## config.mk

```make
export PLATFORM = sky130hd
export DESIGN_NAME = bwdp_ctrl
export DESIGN_NICKNAME = d
export VERILOG_FILES = /design/src/bwdp_pkg.sv /design/src/bwdp_ctrl.sv /design/src/bwdp_timer.sv
export VERILOG_INCLUDE_DIRS = /design/src
export SDC_FILE = /design/constraint.sdc
export NUM_CORES = 1
export LEC_CHECK = 0
export BUFFER_PORTS_ARGS = -buffer_cell sky130_fd_sc_hd__buf_2
export CAP_MARGIN = 40
export CELL_PAD_IN_SITES_DETAIL_PLACEMENT = 0
export CELL_PAD_IN_SITES_GLOBAL_PLACEMENT = 1
export CORE_MARGIN = 2
export CORE_UTILIZATION = 49
export DETAILED_ROUTE_END_ITERATION = 8
export PLACE_DENSITY_LB_ADDON = 0.1
export SETUP_SLACK_MARGIN = 0.5
export SLEW_MARGIN = 20
export SYNTH_ARGS = -nofsm -noshare
export SYNTH_HDL_FRONTEND = slang
export SYNTH_SLANG_ARGS = --single-unit
```

## constraint.sdc

```tcl
create_clock -name clk_in -period 6 [get_ports clk_in]
set_input_delay 0.3 -clock clk_in [delete_from_list [all_inputs] [get_ports clk_in]]
set_output_delay 0.3 -clock clk_in [all_outputs]
set_load 0.02 [all_outputs]
```

## src/bwdp_cfg.svh

```systemverilog
// Timing counts, command encodings and mode register fields of the burst write controller
`ifndef BWDP_CFG_SVH
`define BWDP_CFG_SVH
// System clock period and system cycles per generated memory clock
`define BWDP_CLK_NS       5
`define BWDP_CK_CLKS      4
`define BWDP_CK_NS        (`BWDP_CLK_NS * `BWDP_CK_CLKS)
// Write preamble in strobe half periods (two memory clocks)
`define BWDP_PRE_HALVES   8'h04
// Command opcode fields carried on the low five address lines of a first half
`define BWDP_WR1_OP       5'h04
`define BWDP_CAS2_OP      5'h12
`define BWDP_MRW1_OP      5'h06
`define BWDP_MRW2_OP      5'h16
// Mode register that holds the write postamble length, and its bit
`define BWDP_MR_POST_ADDR 6'h03
`define BWDP_MR_POST_BIT  1
// Write recovery and write to read times, and their counts in memory clocks
`define BWDP_WR_TIME_NS   18
`define BWDP_WTR_TIME_NS  10
`define BWDP_WR_CK        ((`BWDP_WR_TIME_NS + `BWDP_CK_NS - 1) / `BWDP_CK_NS)
`define BWDP_WTR_CK       ((`BWDP_WTR_TIME_NS + `BWDP_CK_NS - 1) / `BWDP_CK_NS)
// Strobe retraining interval in memory clocks
`define BWDP_TRAIN_CK     100000
`endif

```

## src/bwdp_pkg.sv

```systemverilog
// Types shared by the burst write controller
package bwdp_pkg;
  typedef enum logic [4:0] {
    ST_IDLE  = 5'h01,
    ST_MRW   = 5'h02,
    ST_CMD   = 5'h04,
    ST_LAT   = 5'h08,
    ST_BURST = 5'h10
  } bwdp_state_type;
  typedef logic [5:0]  bwdp_ca_type;
  typedef logic [15:0] bwdp_word_type;
  typedef logic [19:0] bwdp_count_type;
endpackage

```

## src/bwdp_ctrl.sv

```systemverilog
// Controller side of a DRAM channel burst write: command, strobe, data and spacing
// Functional notes
// - Each command is sent as chip select and six address lines, sampled on rising clock.
// - Column bits 3:2 go out low and bits 1:0 are never sent, so bursts are aligned.
// - Write latency counts from the last rising edge of the column second command.
// - The strobe is driven for a two clock preamble before its first latching edge.
// - After the last beat the strobe keeps toggling for a half or one and a half clocks.
// - No precharge to the bank is allowed until write recovery has elapsed.
// - Write recovery counts from the first clock rise after the last latching edge.
// - A read waits write latency plus one plus half the burst plus write to read delay.
// - Write to read delay counts from the first clock rise after the last latching edge.
// - Strobe timing is retrained periodically to stay centred in the valid window.
// - A started burst always runs to its end; burst length is chosen per command.
// - The postamble length is set through mode register write commands.
`include "bwdp_cfg.svh"
module bwdp_ctrl
#(
  parameter int unsigned TRAIN_CK = `BWDP_TRAIN_CK
)
(
  // Clock, reset, clock enable
  input  wire logic                    clk_in,
  input  wire logic                    rst_in,
  input  wire logic                    ce_in,
  // Write request
  input  wire logic                    req_valid_in,
  input  wire logic [2:0]              req_bank_in,
  input  wire logic [9:4]              req_col_in,
  input  wire logic                    req_bl32_in,
  output logic                         req_ready_out,
  // Configuration
  input  wire logic [5:0]              write_latency_in,
  input  wire logic                    post_long_in,
  // Write data stream
  input  wire bwdp_pkg::bwdp_word_type wdata_in,
  output logic                         data_take_out,
  // Memory pins
  output logic                         ck_t_out,
  output logic                         ck_c_out,
  output logic                         cs_out,
  output bwdp_pkg::bwdp_ca_type        command_address_bus_out,
  output logic                         dqs_t_out,
  output logic                         dqs_c_out,
  output logic                         dqs_oe_n_out,
  output bwdp_pkg::bwdp_word_type      dq_out,
  output logic [1:0]                   mask_invert_lane_out,
  output logic                         dq_oe_n_out,
  // Spacing and training status
  output logic                         rd_ok_out,
  output logic                         pre_ok_out,
  output logic                         train_due_out,
  input  wire logic                    train_done_in
);
  import bwdp_pkg::*;

  bwdp_state_type st_q;
  bwdp_state_type st_d;
  logic [1:0]     ph_q;
  logic [7:0]     cnt_q;
  logic [7:0]     wl_q;
  logic [2:0]     bank_q;
  logic [9:4]     col_q;
  logic           bl32_q;
  logic           post_q;
  logic           prog_post_q;
  logic           ready_q;
  logic           take_q;
  logic [7:0]     take_cnt_q;
  logic           cs_d;
  bwdp_ca_type    ca_d;
  logic           wr_done;
  logic           wtr_done;
  logic           train_done;
  logic           train_done_prev_q;
  logic           ck_t_q;
  logic           ck_c_q;
  logic           cs_q;
  bwdp_ca_type    ca_q;
  logic           dqs_t_q;
  logic           dqs_c_q;
  logic           dqs_oe_n_q;
  bwdp_word_type  dq_q;
  logic [1:0]     mil_q;
  logic           dq_oe_n_q;
  logic           rd_ok_q;
  logic           pre_ok_q;
  logic           train_due_q;

  // Memory clock ticks once per four system cycles
  wire        tick     = (ph_q == 2'h3);
  wire        accept   = ready_q && req_valid_in && tick;
  wire        in_burst = (st_q == ST_BURST);
  wire [7:0]  bl_len   = bl32_q ? 8'h20 : 8'h10;
  wire [7:0]  half_bl  = bl32_q ? 8'h10 : 8'h08;
  wire [7:0]  h        = {cnt_q[6:0], ph_q[1]};
  wire [7:0]  h_end    = `BWDP_PRE_HALVES + bl_len + (post_q ? 8'h03 : 8'h01);
  wire        drv      = in_burst && (h < h_end);
  wire        dqs_val  = (h >= 8'h02) && !h[0];
  wire        win      = in_burst && (h >= 8'h03) && (h <= bl_len + 8'h02);
  wire        start    = tick && in_burst && (cnt_q == 8'h01 + half_bl);
  wire [3:0]  s1       = {1'b0, cnt_q[2:0]} + {3'h0, ph_q[1]};
  wire        slot_act = (st_q == ST_CMD || st_q == ST_MRW) && s1 >= 4'h1 && s1 <= 4'h4;
  wire [1:0]  slot     = 2'(s1 - 4'h1);
  wire [7:0]  mr_op    = 8'({7'h00, post_q} << `BWDP_MR_POST_BIT);

  // Phase of the generated clock
  always_ff @(posedge clk_in or posedge rst_in)
  begin
    if (rst_in)
      ph_q <= 2'h0;
    else if (ce_in)
      ph_q <= ph_q + 2'h1;
  end

  // Sequencer: one request at a time, no burst is ever abandoned
  always_comb
  begin
    st_d = st_q;
    case (st_q)
      ST_IDLE:
        if (accept)
          st_d = (post_long_in != prog_post_q) ? ST_MRW : ST_CMD;
      ST_MRW:
        if (tick && cnt_q == 8'h04)
          st_d = ST_CMD;
      ST_CMD:
        if (tick && cnt_q == 8'h04)
          st_d = ST_LAT;
      ST_LAT:
        if (tick && cnt_q == wl_q - 8'h04)
          st_d = ST_BURST;
      ST_BURST:
        if (tick && cnt_q == 8'h02 + half_bl + {7'h00, post_q})
          st_d = ST_IDLE;
      default:
        st_d = ST_IDLE;
    endcase
  end

  // State and memory clock count within the state
  always_ff @(posedge clk_in or posedge rst_in)
  begin
    if (rst_in)
    begin
      st_q  <= ST_IDLE;
      cnt_q <= 8'h00;
    end
    else if (ce_in)
    begin
      st_q <= st_d;
      if (st_d != st_q)
        cnt_q <= 8'h00;
      else if (tick)
        cnt_q <= cnt_q + 8'h01;
    end
  end

  // Request capture; ready stands only in a tick cycle
  always_ff @(posedge clk_in or posedge rst_in)
  begin
    if (rst_in)
    begin
      ready_q     <= 1'b0;
      wl_q        <= 8'h04;
      bank_q      <= 3'h0;
      col_q       <= 6'h00;
      bl32_q      <= 1'b0;
      post_q      <= 1'b0;
      prog_post_q <= 1'b0;
    end
    else if (ce_in)
    begin
      ready_q <= (st_q == ST_IDLE) && (ph_q == 2'h2);
      if (accept)
      begin
        wl_q   <= {2'h0, write_latency_in};
        bank_q <= req_bank_in;
        col_q  <= req_col_in;
        bl32_q <= req_bl32_in;
        post_q <= post_long_in;
      end
      // Device now holds the new postamble
      if (st_q == ST_MRW && st_d == ST_CMD)
        prog_post_q <= post_q;
    end
  end

  // Command slots change mid clock so they are stable at the rising edge
  always_comb
  begin
    cs_d = 1'b0;
    ca_d = 6'h00;
    if (slot_act)
    begin
      case (slot)
        2'h0:
        begin
          cs_d = 1'b1;
          ca_d = (st_q == ST_MRW) ? {mr_op[7], `BWDP_MRW1_OP} : {bl32_q, `BWDP_WR1_OP};
        end
        2'h1:
          ca_d = (st_q == ST_MRW) ? `BWDP_MR_POST_ADDR : {1'b0, col_q[9], 1'b0, bank_q};
        2'h2:
        begin
          cs_d = 1'b1;
          ca_d = (st_q == ST_MRW) ? {mr_op[6], `BWDP_MRW2_OP} : {col_q[8], `BWDP_CAS2_OP};
        end
        2'h3:
          ca_d = (st_q == ST_MRW) ? mr_op[5:0] : {col_q[7:4], 2'h0};
        default:
          ca_d = 6'h00;
      endcase
    end
  end

  // Clock and command pins
  always_ff @(posedge clk_in or posedge rst_in)
  begin
    if (rst_in)
    begin
      ck_t_q <= 1'b0;
      ck_c_q <= 1'b1;
      cs_q   <= 1'b0;
      ca_q   <= 6'h00;
    end
    else if (ce_in)
    begin
      ck_t_q <= !ph_q[1];
      ck_c_q <= ph_q[1];
      cs_q   <= cs_d;
      ca_q   <= ca_d;
    end
  end

  // Strobe: static low, one toggle, a beat per edge, then the postamble
  always_ff @(posedge clk_in or posedge rst_in)
  begin
    if (rst_in)
    begin
      dqs_t_q    <= 1'b0;
      dqs_c_q    <= 1'b0;
      dqs_oe_n_q <= 1'b1;
    end
    else if (ce_in)
    begin
      dqs_t_q    <= drv && dqs_val;
      dqs_c_q    <= drv && !dqs_val;
      dqs_oe_n_q <= !drv;
    end
  end

  // Data changes between strobe edges, so each beat is centred on its edge
  always_ff @(posedge clk_in or posedge rst_in)
  begin
    if (rst_in)
    begin
      take_q     <= 1'b0;
      take_cnt_q <= 8'h00;
      dq_q       <= 16'h0000;
      mil_q      <= 2'h0;
      dq_oe_n_q  <= 1'b1;
    end
    else if (ce_in)
    begin
      take_q <= win && !ph_q[0];
      if (accept)
        take_cnt_q <= 8'h00;
      else if (take_q)
        take_cnt_q <= take_cnt_q + 8'h01;
      if (take_q)
        dq_q <= wdata_in;
      mil_q     <= 2'h0;
      dq_oe_n_q <= !(in_burst && h >= 8'h03 && h <= bl_len + 8'h03);
    end
  end

  // recovery from first rise after burst
  bwdp_timer u_wr
  (
    .clk_in   (clk_in),
    .rst_in   (rst_in),
    .ce_in    (ce_in),
    .tick_in  (tick),
    .load_in  (start),
    .count_in (20'(`BWDP_WR_CK + 1)),
    .done_out (wr_done)
  );

  // write to read from same edge
  bwdp_timer u_wtr
  (
    .clk_in   (clk_in),
    .rst_in   (rst_in),
    .ce_in    (ce_in),
    .tick_in  (tick),
    .load_in  (start),
    .count_in (20'(`BWDP_WTR_CK + 1)),
    .done_out (wtr_done)
  );

  // Retraining interval restarts when training completes
  bwdp_timer u_train
  (
    .clk_in   (clk_in),
    .rst_in   (rst_in),
    .ce_in    (ce_in),
    .tick_in  (tick),
    .load_in  (train_done_in),
    .count_in (20'(TRAIN_CK)),
    .done_out (train_done)
  );

  // Spacing flags stay low for the whole write so no early read slips in
  always_ff @(posedge clk_in or posedge rst_in)
  begin
    if (rst_in)
    begin
      rd_ok_q           <= 1'b0;
      pre_ok_q          <= 1'b0;
      train_due_q       <= 1'b0;
      train_done_prev_q <= 1'b0;
    end
    else if (ce_in)
    begin
      rd_ok_q  <= wtr_done && (st_d == ST_IDLE);
      pre_ok_q <= wr_done && (st_d == ST_IDLE);
      train_done_prev_q <= train_done;
      train_due_q <= (train_done && !train_done_prev_q) || (train_due_q && !train_done_in);
    end
  end

  assign req_ready_out           = ready_q;
  assign data_take_out           = take_q;
  assign ck_t_out                = ck_t_q;
  assign ck_c_out                = ck_c_q;
  assign cs_out                  = cs_q;
  assign command_address_bus_out = ca_q;
  assign dqs_t_out               = dqs_t_q;
  assign dqs_c_out               = dqs_c_q;
  assign dqs_oe_n_out            = dqs_oe_n_q;
  assign dq_out                  = dq_q;
  assign mask_invert_lane_out    = mil_q;
  assign dq_oe_n_out             = dq_oe_n_q;
  assign rd_ok_out               = rd_ok_q;
  assign pre_ok_out              = pre_ok_q;
  assign train_due_out           = train_due_q;

  // Checks assume the clock enable stays high during a write
  localparam int WTR_CLKS = 4 * (`BWDP_WTR_CK + 1) + 12;
  localparam int WR_CLKS  = 4 * (`BWDP_WR_CK + 1) + 12;
endmodule // bwdp_ctrl

```

## src/bwdp_timer.sv

```systemverilog
// Down counter in memory clock ticks with a done level
module bwdp_timer
(
  // Clock and reset
  input  wire logic                     clk_in,
  input  wire logic                     rst_in,
  input  wire logic                     ce_in,
  // Control
  input  wire logic                     tick_in,
  input  wire logic                     load_in,
  input  wire bwdp_pkg::bwdp_count_type count_in,
  // Status
  output logic                          done_out
);
  import bwdp_pkg::*;

  bwdp_count_type cnt_q;

  // Load wins over counting so a restart is never lost
  always_ff @(posedge clk_in or posedge rst_in)
  begin
    if (rst_in)
      cnt_q <= 20'h00000;
    else if (ce_in)
    begin
      if (load_in)
        cnt_q <= count_in;
      else if (tick_in && cnt_q != 20'h00000)
        cnt_q <= cnt_q - 20'h00001;
    end
  end

  assign done_out = (cnt_q == 20'h00000);
endmodule // bwdp_timer

```

==> results of run 1 <==
path summary, 6_finish.rpt:
check / startpoint / end / slack [ns] / depth (start not counted)
min in group asynchronous: rst_in / dq_out[15] / 0.48 / 3
max in group asynchronous: rst_in / wl_q[2] / 4.22 / 5
min reg2reg: command_address_bus_out[3] / command_address_bus_out[3] / 0.48 / 1
max: ph_q[1] / u_wr.cnt_q[12] / 2.95 / 9
min: train_done_in / u_train.cnt_q[0] / 0.11 / 2
max reg2reg: ph_q[1] / u_wr.cnt_q[12] / 2.95 / 9
cell usage in the layout (no fill, tap or decap), drive strengths merged, types with 3 or more instances in the layout:
master    Yosys  routed
nand4b        3       3
and2          6       6
dfstp         5       5
xor2         33      33
clkinvlp      0       5
nor3         19      19
a21oi        17      17
buf           2      78
and3          5       5
or2           5       5
nor2         92      92
or4          15      15
nand3        21      21
o2bb2ai       9       9
ha           15      15
o31ai         5       5
o21a          3       3
or3          13      13
dfrtp       123     123
o211ai        5       5
nand3b        4       4
inv          27      27
nand2        44      44
nand2b        3       3
mux2         36      36
o22ai         4       4
o21ai        31      31
xnor2        24      24
nand4        12      12
clkbuf       23      25
nor4         14      14
worst max-delay path: stages, from the launching register on:
cell and delay [ns]:
dfrtp_1 0.52, ha_1 0.45, nor3b_1 0.33, nand3_1 0.21, nor2_2 0.11, buf_4 0.38
o21ai_0 0.34, nor4_1 0.34, xnor2_1 0.17, nor2_1 0.06
kinds of logic (layout without fill, tap and decap cells):
| group | Yosys count | in the layout | synth area share |
|---|---|---|---|
| flip-flops | 128 | 128 | 0.493 |
| AND/OR/NAND/NOR | 262 | 262 | 0.202 |
| multiplexers | 37 | 37 | 0.0638 |
| buffers and inverters | 52 | 138 | 0.0312 |
| XOR/XNOR | 57 | 57 | 0.0767 |
| other | 1 | 2 | 0.000576 |
| adder cells (fa/ha/maj) | 15 | 15 | 0.0288 |
| AO/OA/AOI/OAI | 99 | 99 | 0.104 |
power breakdown:
part           total, W  leakage (nW)  internal [W]  switching (W)
logic           0.00107          1.55      0.000465       0.000605
registers       0.00138          1.66       0.00113       0.000243
clock network  0.000972         0.264      0.000594       0.000379
total           0.00342          3.48       0.00219        0.00123
registers in the layout (all words and copies together) (netlist names), 2 cells and up:
register                 flops
st_q                         5
dq_out                      16
u_wtr.cnt_q                 20
command_address_bus_out      6
wl_q                         6
u_wr.cnt_q                  20
col_q                        6
cnt_q                        8
bank_q                       3
u_train.cnt_q               20
ph_q                         2
routing by layer:
layer | up-vias | routed length (µm) | track usage
met5 | - | 0 | 0
met4 | 0 | 206 | 0.0811
met3 | 19 | 825 | 0.0603
met2 | 131 | 6470 | 0.326
met1 | 2426 | 6870 | 0.302
li1 | 2450 | - | -
synthesized netlist by cell type, drive strengths merged (4+ instances only):
cell and instances:
o31ai 5, a21oi 17, dfstp 5, nand2 44
or4 15, o21ai 31, o2bb2ai 9, nor4 14
xor2 33, ha 15, nand3b 4, nor3 19
and2 6, mux2 36, and3 5, o22ai 4
nand4 12, inv 27, or2 5, xnor2 24
o211ai 5, dfrtp 123, or3 13, clkbuf 23
nor2 92, nand3 21
through the flow:
step | instances | hold WS, ns | total power, W | instance area [µm²] | setup WS (ns)
CTS | 913 | 0.0923 | 0.00345 | 7620 | 2.96
global placement | 879 | 0.380 | 0.00241 | 7030 | 3.06
global route | 914 | 0.0999 | 0.00367 | 7640 | 2.65
detailed placement | 880 | 0.384 | 0.00245 | 7050 | 2.98
finish | 914 | 0.107 | 0.00342 | 7640 | 2.95
floorplan | 652 | 0.398 | 0.00214 | 6510 | 2.30
area by class of cell:
type                    count  share of cell area
multi-input cells         472               0.406
flip-flops and latches    128               0.420
clock inverters             7             0.00672
repair buffers             79              0.0573
inverters                  27              0.0136
clock buffers              25              0.0675
well taps                 176              0.0288
repair_timing:
| action | 4_1_cts | 5_1_grt |
|---|---|---|
| endpoints found under the hold margin | 42 | 0 |
| hold buffers | 1 | 0 |
| buffers inserted | 0 | 0 |
==> results.yml, run 1 <==
status:
  outcome: "completed"
layout:
  fillers: 1149
  multiInputGateArea_um2: 3100
  num_antenna_cells: 0
  drive_gt1_frac: 0.222
  nets: 778
  seqCellArea_um2: 3210
  syn_to_final_growth_pct: 17.4
  utilization: 0.584
timing:
  max_slew_margin: 0.383
  setup_tns_ns: 0
  setup_violations: 0
  max_freq_mhz: 328
  finalCriticalPeriod_ns: 3.05
  post-route-period-util: 0.508
  tightest_slew_ns: 0.903
  rsz0062_at_grt: "no"
  final_hold_viol_count: 0
  slew_violations: 0
  clock-skew-final_ns: 0.00717
synth:
  ys_seq_elements: 128
  synth_top_area_cell: "dfrtp_1"
  synth_top_area_frac: 0.473
  synth-main-ff-cell: "dfrtp_1"
  syn_inst: 651
  synth.area.top_cells: "dfrtp_1 47%, mux2_2 6.2%, nor2_1 5.3%"
  synth_edf_count: 0
  synth_cell_types: 63
  synth_area_per_cell_um2: 9.99
  yosys_warnings: 0
  netlist_area_um2: 6510
  ys_seq_area_frac: 0.493
  async_reset_ff_frac: 1.00
clock_tree:
  clkSlewWorstSetupHoldPaths_ns: 0.06
  cts_inserted_buffers: 17
  clockRootBuffer: "clkbuf_16"
  cts_resized: 0
  htree_levels: 4
  cts_tree: "done"
  clockBufferDepth: 2
  clock_sinks: 128
  clk_latency_ns: 0.42
route:
  avgRoutedWirePerCell_um: 15.7
  drc: 0
  finalWirelength_um: 14400
  antenna_left: 0
  drtIter0Drc: 315
  vias: 5026
  vias_per_cell: 5.50
  first_pass_iters: 5
die:
  num_rows: 42
  core-area_um2: 13100
  start_util: 0.497
  ioPinCount: 74
  dieArea_um2: 14200
  die_y_um: 119
  die_w_um: 119
grt:
  gr-total-overflow: 0
  antenna_found_initial: 0
  grt_usage: 0.217
  first_global_vias: 5136
  grt_max_degree: 52
  grt_pass1_wl_um: 24700
placement:
  dpl.hpwl_um: 9890
  globalplace.congestion: 0.883
  port_buffers: 71
flow_run:
  drv_cap: 0
setup_path:
  critPathCaptureType: "flip-flop"
  crit_required_ns: 6.29
  crit_arrival_ns: 3.34
  path_max_fanout: 39
  startpoint_type: "flip-flop"
  worstSetupPathType: "reg -> reg"
pwr:
  powerDensity_nw_per_um2: 448
  leakagePower_nw: 3.48
  irDropWorstVdd_v: 0.000215
min_path:
  hold_class: "in -> reg"
Power figures use the tool's default switching activity.
==> inputs of run 2 (changes only) <==
--- a/config.mk
+++ b/config.mk
@@ -6,12 +6,13 @@
 export SDC_FILE = /design/constraint.sdc
 export NUM_CORES = 1
 export LEC_CHECK = 0
+export ABC_AREA = 1
 export BUFFER_PORTS_ARGS = -buffer_cell sky130_fd_sc_hd__buf_2
 export CAP_MARGIN = 40
 export CELL_PAD_IN_SITES_DETAIL_PLACEMENT = 0
 export CELL_PAD_IN_SITES_GLOBAL_PLACEMENT = 1
 export CORE_MARGIN = 2
-export CORE_UTILIZATION = 49
+export CORE_UTILIZATION = 40
 export DETAILED_ROUTE_END_ITERATION = 8
 export PLACE_DENSITY_LB_ADDON = 0.1
 export SETUP_SLACK_MARGIN = 0.5
==> constraint.sdc (replaced) <==
create_clock -name clk_in -period 2.6 [get_ports clk_in]
set_input_delay 0.13 -clock clk_in [delete_from_list [all_inputs] [get_ports clk_in]]
set_output_delay 0.13 -clock clk_in [all_outputs]
set_load 0.02 [all_outputs]
==> results.yml, run 2 <==
clock_tree:
  clkSlewWorstSetupHoldPaths_ns: 0.07
  clockBufferDepth: 2
  cts_tree: "done"
  htree_levels: 4
  cts_inserted_buffers: 17
  clk_latency_ns: 0.43
  clock_sinks: 128
  clockRootBuffer: "clkbuf_16"
die:
  die_w_um: 139
  die_y_um: 139
  core-area_um2: 17900
  ioPinCount: 74
  num_rows: 49
  dieArea_um2: 19300
  start_util: 0.406
setup_path:
  critPathCaptureType: "flip-flop"
  cp_cell_sequence: "buf_4 -> ha_1 -> ha_4 -> nor2_4 -> o22ai_1 -> nor3_2 -> nand2_2 -> a21oi_1 -> a22o_1"
  r2r-start: "ph_q[1]"
  path_max_fanout: 7
  crit_arrival_ns: 2.43
  startpoint_type: "flip-flop"
  rr_endpoint: "command_address_bus_out[4]"
  crit_buf_inv: 1
  r2r_cells: 9
  crit_slowest_cell: "dfrtp_1"
  ff2ff_setup_slack_ns: 0.55
  cp_top_family: "simple AND/OR/NAND/NOR gates"
  max_stage_delay_ns: 0.39
  worstSetupPathType: "reg -> reg"
  crit_required_ns: 2.97
placement:
  globalplace.congestion: 0.793
  port_buffers: 71
  dpl.hpwl_um: 12800
synth:
  synth_top_area_cell: "dfrtp_1"
  synth.area.top_cells: "dfrtp_1 42%, nand2_1 9.3%, nor2_1 5.2%"
  synth-main-ff-cell: "dfrtp_1"
  yosys_warnings: 0
  ys_seq_area_frac: 0.441
  syn_inst: 890
  async_reset_ff_frac: 1.00
  synth_cell_types: 52
  synth_commonest_cells: "181 x nand2_1, 123 x dfrtp_1, 100 x nor2_1, 94 x inv_1, 57 x nand3_1"
  ys_seq_elements: 128
  synth_edf_count: 0
  synth_area_per_cell_um2: 8.17
  synth_top_area_frac: 0.423
  netlist_area_um2: 7280
  synth_most_common_cell: "nand2_1"
timing:
  slew_violations: 0
  max_slew_margin: 0.507
  finalCriticalPeriod_ns: 2.05
  final_hold_viol_count: 0
  rsz0062_at_grt: "yes"
  setup_tns_ns: 0
  max_freq_mhz: 487
  hold_slack_ns: 0.00958
  post-route-period-util: 0.790
  clock-skew-final_ns: 0.00945
  setup_violations: 0
  tightest_slew_ns: 0.739
grt:
  grt_max_degree: 101
  antenna_found_initial: 0
  first_global_vias: 6280
  grt_usage: 0.199
  gr-total-overflow: 0
  grt_pass1_wl_um: 31200
layout:
  syn_to_final_growth_pct: 31.5
  nets: 1093
  layout_common_cells: "164 x nand2_1, 119 x dfrtp_1, 88 x nor2_1, 84 x inv_1, 71 x buf_2"
  num_antenna_cells: 0
  fillers: 1712
  top_regs: "u_train.cnt_q (20), u_wr.cnt_q (20), u_wtr.cnt_q (20)"
  drive_gt1_frac: 0.300
  layout_commonest_cell: "nand2_1"
min_path:
  hold_class: "in -> reg"
  min_to: "post_q"
  hold_start: "post_long_in"
  hold_depth: 3
route:
  first_pass_iters: 5
  finalWirelength_um: 18700
  drtIter0Drc: 383
  vias_per_cell: 4.93
  avgRoutedWirePerCell_um: 14.5
  drc: 0
  vias: 6326
  antenna_left: 0
pwr:
  irDropWorstVdd_v: 0.000494
  leakagePower_nw: 4.50
  powerDensity_nw_per_um2: 850
flow_run:
  drv_cap: 0
status:
  outcome: "completed"
==> run 2: power breakdown <==
| part | switching (W) | internal, W | leakage, nW |
|---|---|---|---|
| Clock | 0.00107 | 0.00137 | 0.285 |
| Sequential | 0.000353 | 0.00242 | 1.61 |
| Combinational | 0.00179 | 0.00114 | 2.61 |
==> run 2: logic make-up after synthesis <==
| family | after synthesis | share of synthesized area |
|---|---|---|
| simple gates | 441 | 0.288 |
| flops | 128 | 0.441 |
| buf+inv | 128 | 0.0710 |
| compound gates | 118 | 0.0946 |
| xor+xnor | 35 | 0.0421 |
| mux | 24 | 0.0370 |
| fa+ha+maj | 15 | 0.0258 |
| other cells | 1 | 0.000515 |
==> run 2: area by class of cell <==
| cell class | count | area (µm²) | share of cell area |
|---|---|---|---|
| clock buffer | 17 | 425 | 0.0445 |
| sequential | 128 | 3210 | 0.336 |
| tap | 229 | 287 | 0.0299 |
| multi-input combinational | 635 | 3990 | 0.417 |
| clock inverter | 15 | 165 | 0.0173 |
| inverter | 109 | 429 | 0.0448 |
| timing repair buffer | 149 | 1060 | 0.111 |
==> run 2: tightest hold or removal path, stage by stage <==
cell and delay (ns):
buf_2 0.13, nor2_1 0.10, a21oi_1 0.04
==> run 2: worst max path at each step <==
stage	from	end	depth (start not counted)
floorplan	cnt_q[0]	command_address_bus_out[4]	8
global placement	cnt_q[0]	command_address_bus_out[4]	8
detailed placement	cnt_q[4]	u_wr.cnt_q[7]	12
CTS	ph_q[1]	cnt_q[5]	12
global route	ph_q[1]	cnt_q[5]	14
finish	ph_q[1]	command_address_bus_out[4]	9
==> run 2: stage by stage <==
step	utilization	cells	instance area (µm²)	worst slack [ns]	total power, W
2_1_floorplan	-	891	7280	0.641	0.00449
3_3_place_gp	0.443	1186	7940	0.247	0.00516
3_5_place_dp	0.443	1186	7940	0.223	0.00514
4_1_cts	0.505	1260	9040	0.503	0.00777
5_1_grt	0.535	1282	9570	0.394	0.00870
6_report	0.535	1282	9570	0.546	0.00814
==> run 2: routing by layer <==
metal | vias to the layer above | global-route usage | routed length [µm]
met5 | - | 0 | 0
met1 | 2971 | 0.276 | 9230
met4 | 0 | 0.0532 | 227
met2 | 110 | 0.314 | 8450
li1 | 3226 | - | -
met3 | 19 | 0.0490 | 749
==> run 2: repair_timing <==
item	4_1_cts	5_1_grt
endpoints found under the setup margin	47	60
pin swaps	14	47
gates resized for setup	23	91
hold buffers	34	0
setup buffers	8	22
endpoints found under the hold margin	158	0
==> inputs of run 3 (changes only) <==
--- a/config.mk
+++ b/config.mk
@@ -6,13 +6,13 @@
 export SDC_FILE = /design/constraint.sdc
 export NUM_CORES = 1
 export LEC_CHECK = 0
-export ABC_AREA = 1
+export ABC_AREA = 0
 export BUFFER_PORTS_ARGS = -buffer_cell sky130_fd_sc_hd__buf_2
 export CAP_MARGIN = 40
 export CELL_PAD_IN_SITES_DETAIL_PLACEMENT = 0
 export CELL_PAD_IN_SITES_GLOBAL_PLACEMENT = 1
 export CORE_MARGIN = 2
-export CORE_UTILIZATION = 40
+export CORE_UTILIZATION = 46
 export DETAILED_ROUTE_END_ITERATION = 8
 export PLACE_DENSITY_LB_ADDON = 0.1
 export SETUP_SLACK_MARGIN = 0.5
==> constraint.sdc (replaced) <==
create_clock -name clk_in -period 2.1 [get_ports clk_in]
set_input_delay 0.105 -clock clk_in [delete_from_list [all_inputs] [get_ports clk_in]]
set_output_delay 0.105 -clock clk_in [all_outputs]
set_load 0.02 [all_outputs]
==> results.yml, run 3 (same netlist as run 1, synthesis figures left out) <==
grt:
  gr-total-overflow: 0
  grt_max_degree: 129
  grt_pass1_wl_um: 30900
  first_global_vias: 6130
  grt_usage: 0.265
  antenna_found_initial: 0
clock_tree:
  clk_latency_ns: 0.42
  cts_tree: "done"
  clockBufferDepth: 2
  cts_inserted_buffers: 17
  clockRootBuffer: "clkbuf_16"
  clock_sinks: 128
  htree_levels: 4
  clkSlewWorstSetupHoldPaths_ns: 0.06
route:
  first_pass_iters: 4
  vias_per_cell: 5.40
  vias: 5944
  drc: 0
  drtIter0Drc: 323
  avgRoutedWirePerCell_um: 18.0
  antenna_left: 0
  finalWirelength_um: 19800
timing:
  finalCriticalPeriod_ns: 2.65
  hold_slack_ns: 0.0528
  max_freq_mhz: 377
  clock-skew-final_ns: 0.00652
  rsz0062_at_grt: "yes"
  post-route-period-util: 1.26
  final_hold_viol_count: 0
  setup_violations: 67
  max_slew_margin: 0.549
  fin_ws_ns: -0.552
  tightest_slew_ns: 0.677
  slew_violations: 0
setup_path:
  startpoint_type: "flip-flop"
  crit_required_ns: 2.41
  r2r-start: "u_train.cnt_q[14]"
  crit_arrival_ns: 2.96
  ff2ff_setup_slack_ns: -0.55
  rr_endpoint: "u_train.cnt_q[11]"
  worstSetupPathType: "reg -> reg"
  path_max_fanout: 5
  r2r_cells: 7
  critPathCaptureType: "flip-flop"
placement:
  port_buffers: 71
  globalplace.congestion: 0.840
  dpl.hpwl_um: 11200
layout:
  seqCellArea_um2: 3210
  top_regs: "u_train.cnt_q (20), u_wr.cnt_q (20), u_wtr.cnt_q (20)"
  drive_gt1_frac: 0.499
  layout_commonest_cell: "dfrtp_1"
  syn_to_final_growth_pct: 62.9
  fillers: 874
  num_antenna_cells: 0
  multiInputGateArea_um2: 4170
  layout_common_cells: "120 x dfrtp_1, 105 x buf_4, 71 x buf_2, 58 x nor2_1, 36 x dlygate4sd3_1"
  nets: 962
die:
  num_rows: 43
  core-area_um2: 13800
  die_y_um: 123
  ioPinCount: 74
  start_util: 0.471
  dieArea_um2: 15100
  die_w_um: 123
min_path:
  min_to: "train_done_prev_q"
  hold_start: "ce_in"
  hold_class: "in -> reg"
  hold_depth: 3
pwr:
  powerDensity_nw_per_um2: 1170
  irDropWorstVdd_v: 0.000981
  total_power_w: 0.0124
  leakagePower_nw: 4.67
status:
  violations: "setup timing"
  outcome: "finished with violations"
flow_run:
  drv_cap: 0
run 3: worst max-delay path, cell delays in order, from the launching register on:
cell and delay [ns]:
dfrtp_1 0.38, or4_4 0.54, or4b_4 0.51, or4_4 0.48, o211ai_4 0.26, buf_4 0.15, xor2_1 0.16, nor2_1 0.05
run 3: worst max path at each step:
| stage | startpoint | endpoint | slack, ns | cells after the start |
|---|---|---|---|---|
| after floorplan | u_train.cnt_q[12] | u_train.cnt_q[15] | -0.40 | 7 |
| after global routing | u_train.cnt_q[14] | u_train.cnt_q[15] | -0.61 | 7 |
| after detailed placement | u_train.cnt_q[7] | u_train.cnt_q[13] | -0.47 | 7 |
| after CTS | u_train.cnt_q[14] | u_train.cnt_q[13] | -0.48 | 7 |
| after global placement | u_train.cnt_q[14] | u_train.cnt_q[15] | -0.44 | 7 |
| final | u_train.cnt_q[14] | u_train.cnt_q[11] | -0.55 | 7 |
run 3: where the power goes:
| group | leakage, nW | switching, W | internal [W] | total [W] |
|---|---|---|---|---|
| Clock | 0.273 | 0.00114 | 0.00175 | 0.00288 |
| Sequential | 1.66 | 0.000645 | 0.00324 | 0.00389 |
| Combinational | 2.74 | 0.00281 | 0.00285 | 0.00566 |
| Total | 4.67 | 0.00459 | 0.00784 | 0.0124 |
run 3: per-stage QoR:
stage	setup TNS, ns	instances	cell area [µm²]	setup slack [ns]	util
5_1_grt	-23.21	1101	10600	-0.615	0.767
4_1_cts	-13.50	1084	9990	-0.484	0.723
3_5_place_dp	-8.82	976	8180	-0.466	0.592
2_1_floorplan	-6.40	652	7020	-0.401	-
3_3_place_gp	-8.00	976	8180	-0.438	0.592
6_report	-16.67	1101	10600	-0.552	0.767
run 3: repair_timing:
action	in CTS	in global routing
endpoints found under the hold margin	159	0
pin swaps	42	43
setup buffers	33	17
hold buffers	36	0
resized for setup	101	106
cloned	8	0
setup endpoints to repair	107	108
run 3: area by class of cell:
cell class              count  area share
repair buffers            263       0.218
flip-flops and latches    128       0.303
clock inverters            12      0.0130
well taps                 180      0.0212
multi-input cells         472       0.394
clock buffers              19      0.0408
inverters                  27      0.0104
run 3: routing by layer:
metal | vias up | wire (µm) | global-route usage
li1 | 2826 | - | -
met4 | 0 | 342 | 0.0769
met3 | 30 | 810 | 0.0595
met5 | - | 0 | 0
met1 | 2967 | 8540 | 0.349
met2 | 121 | 10200 | 0.438
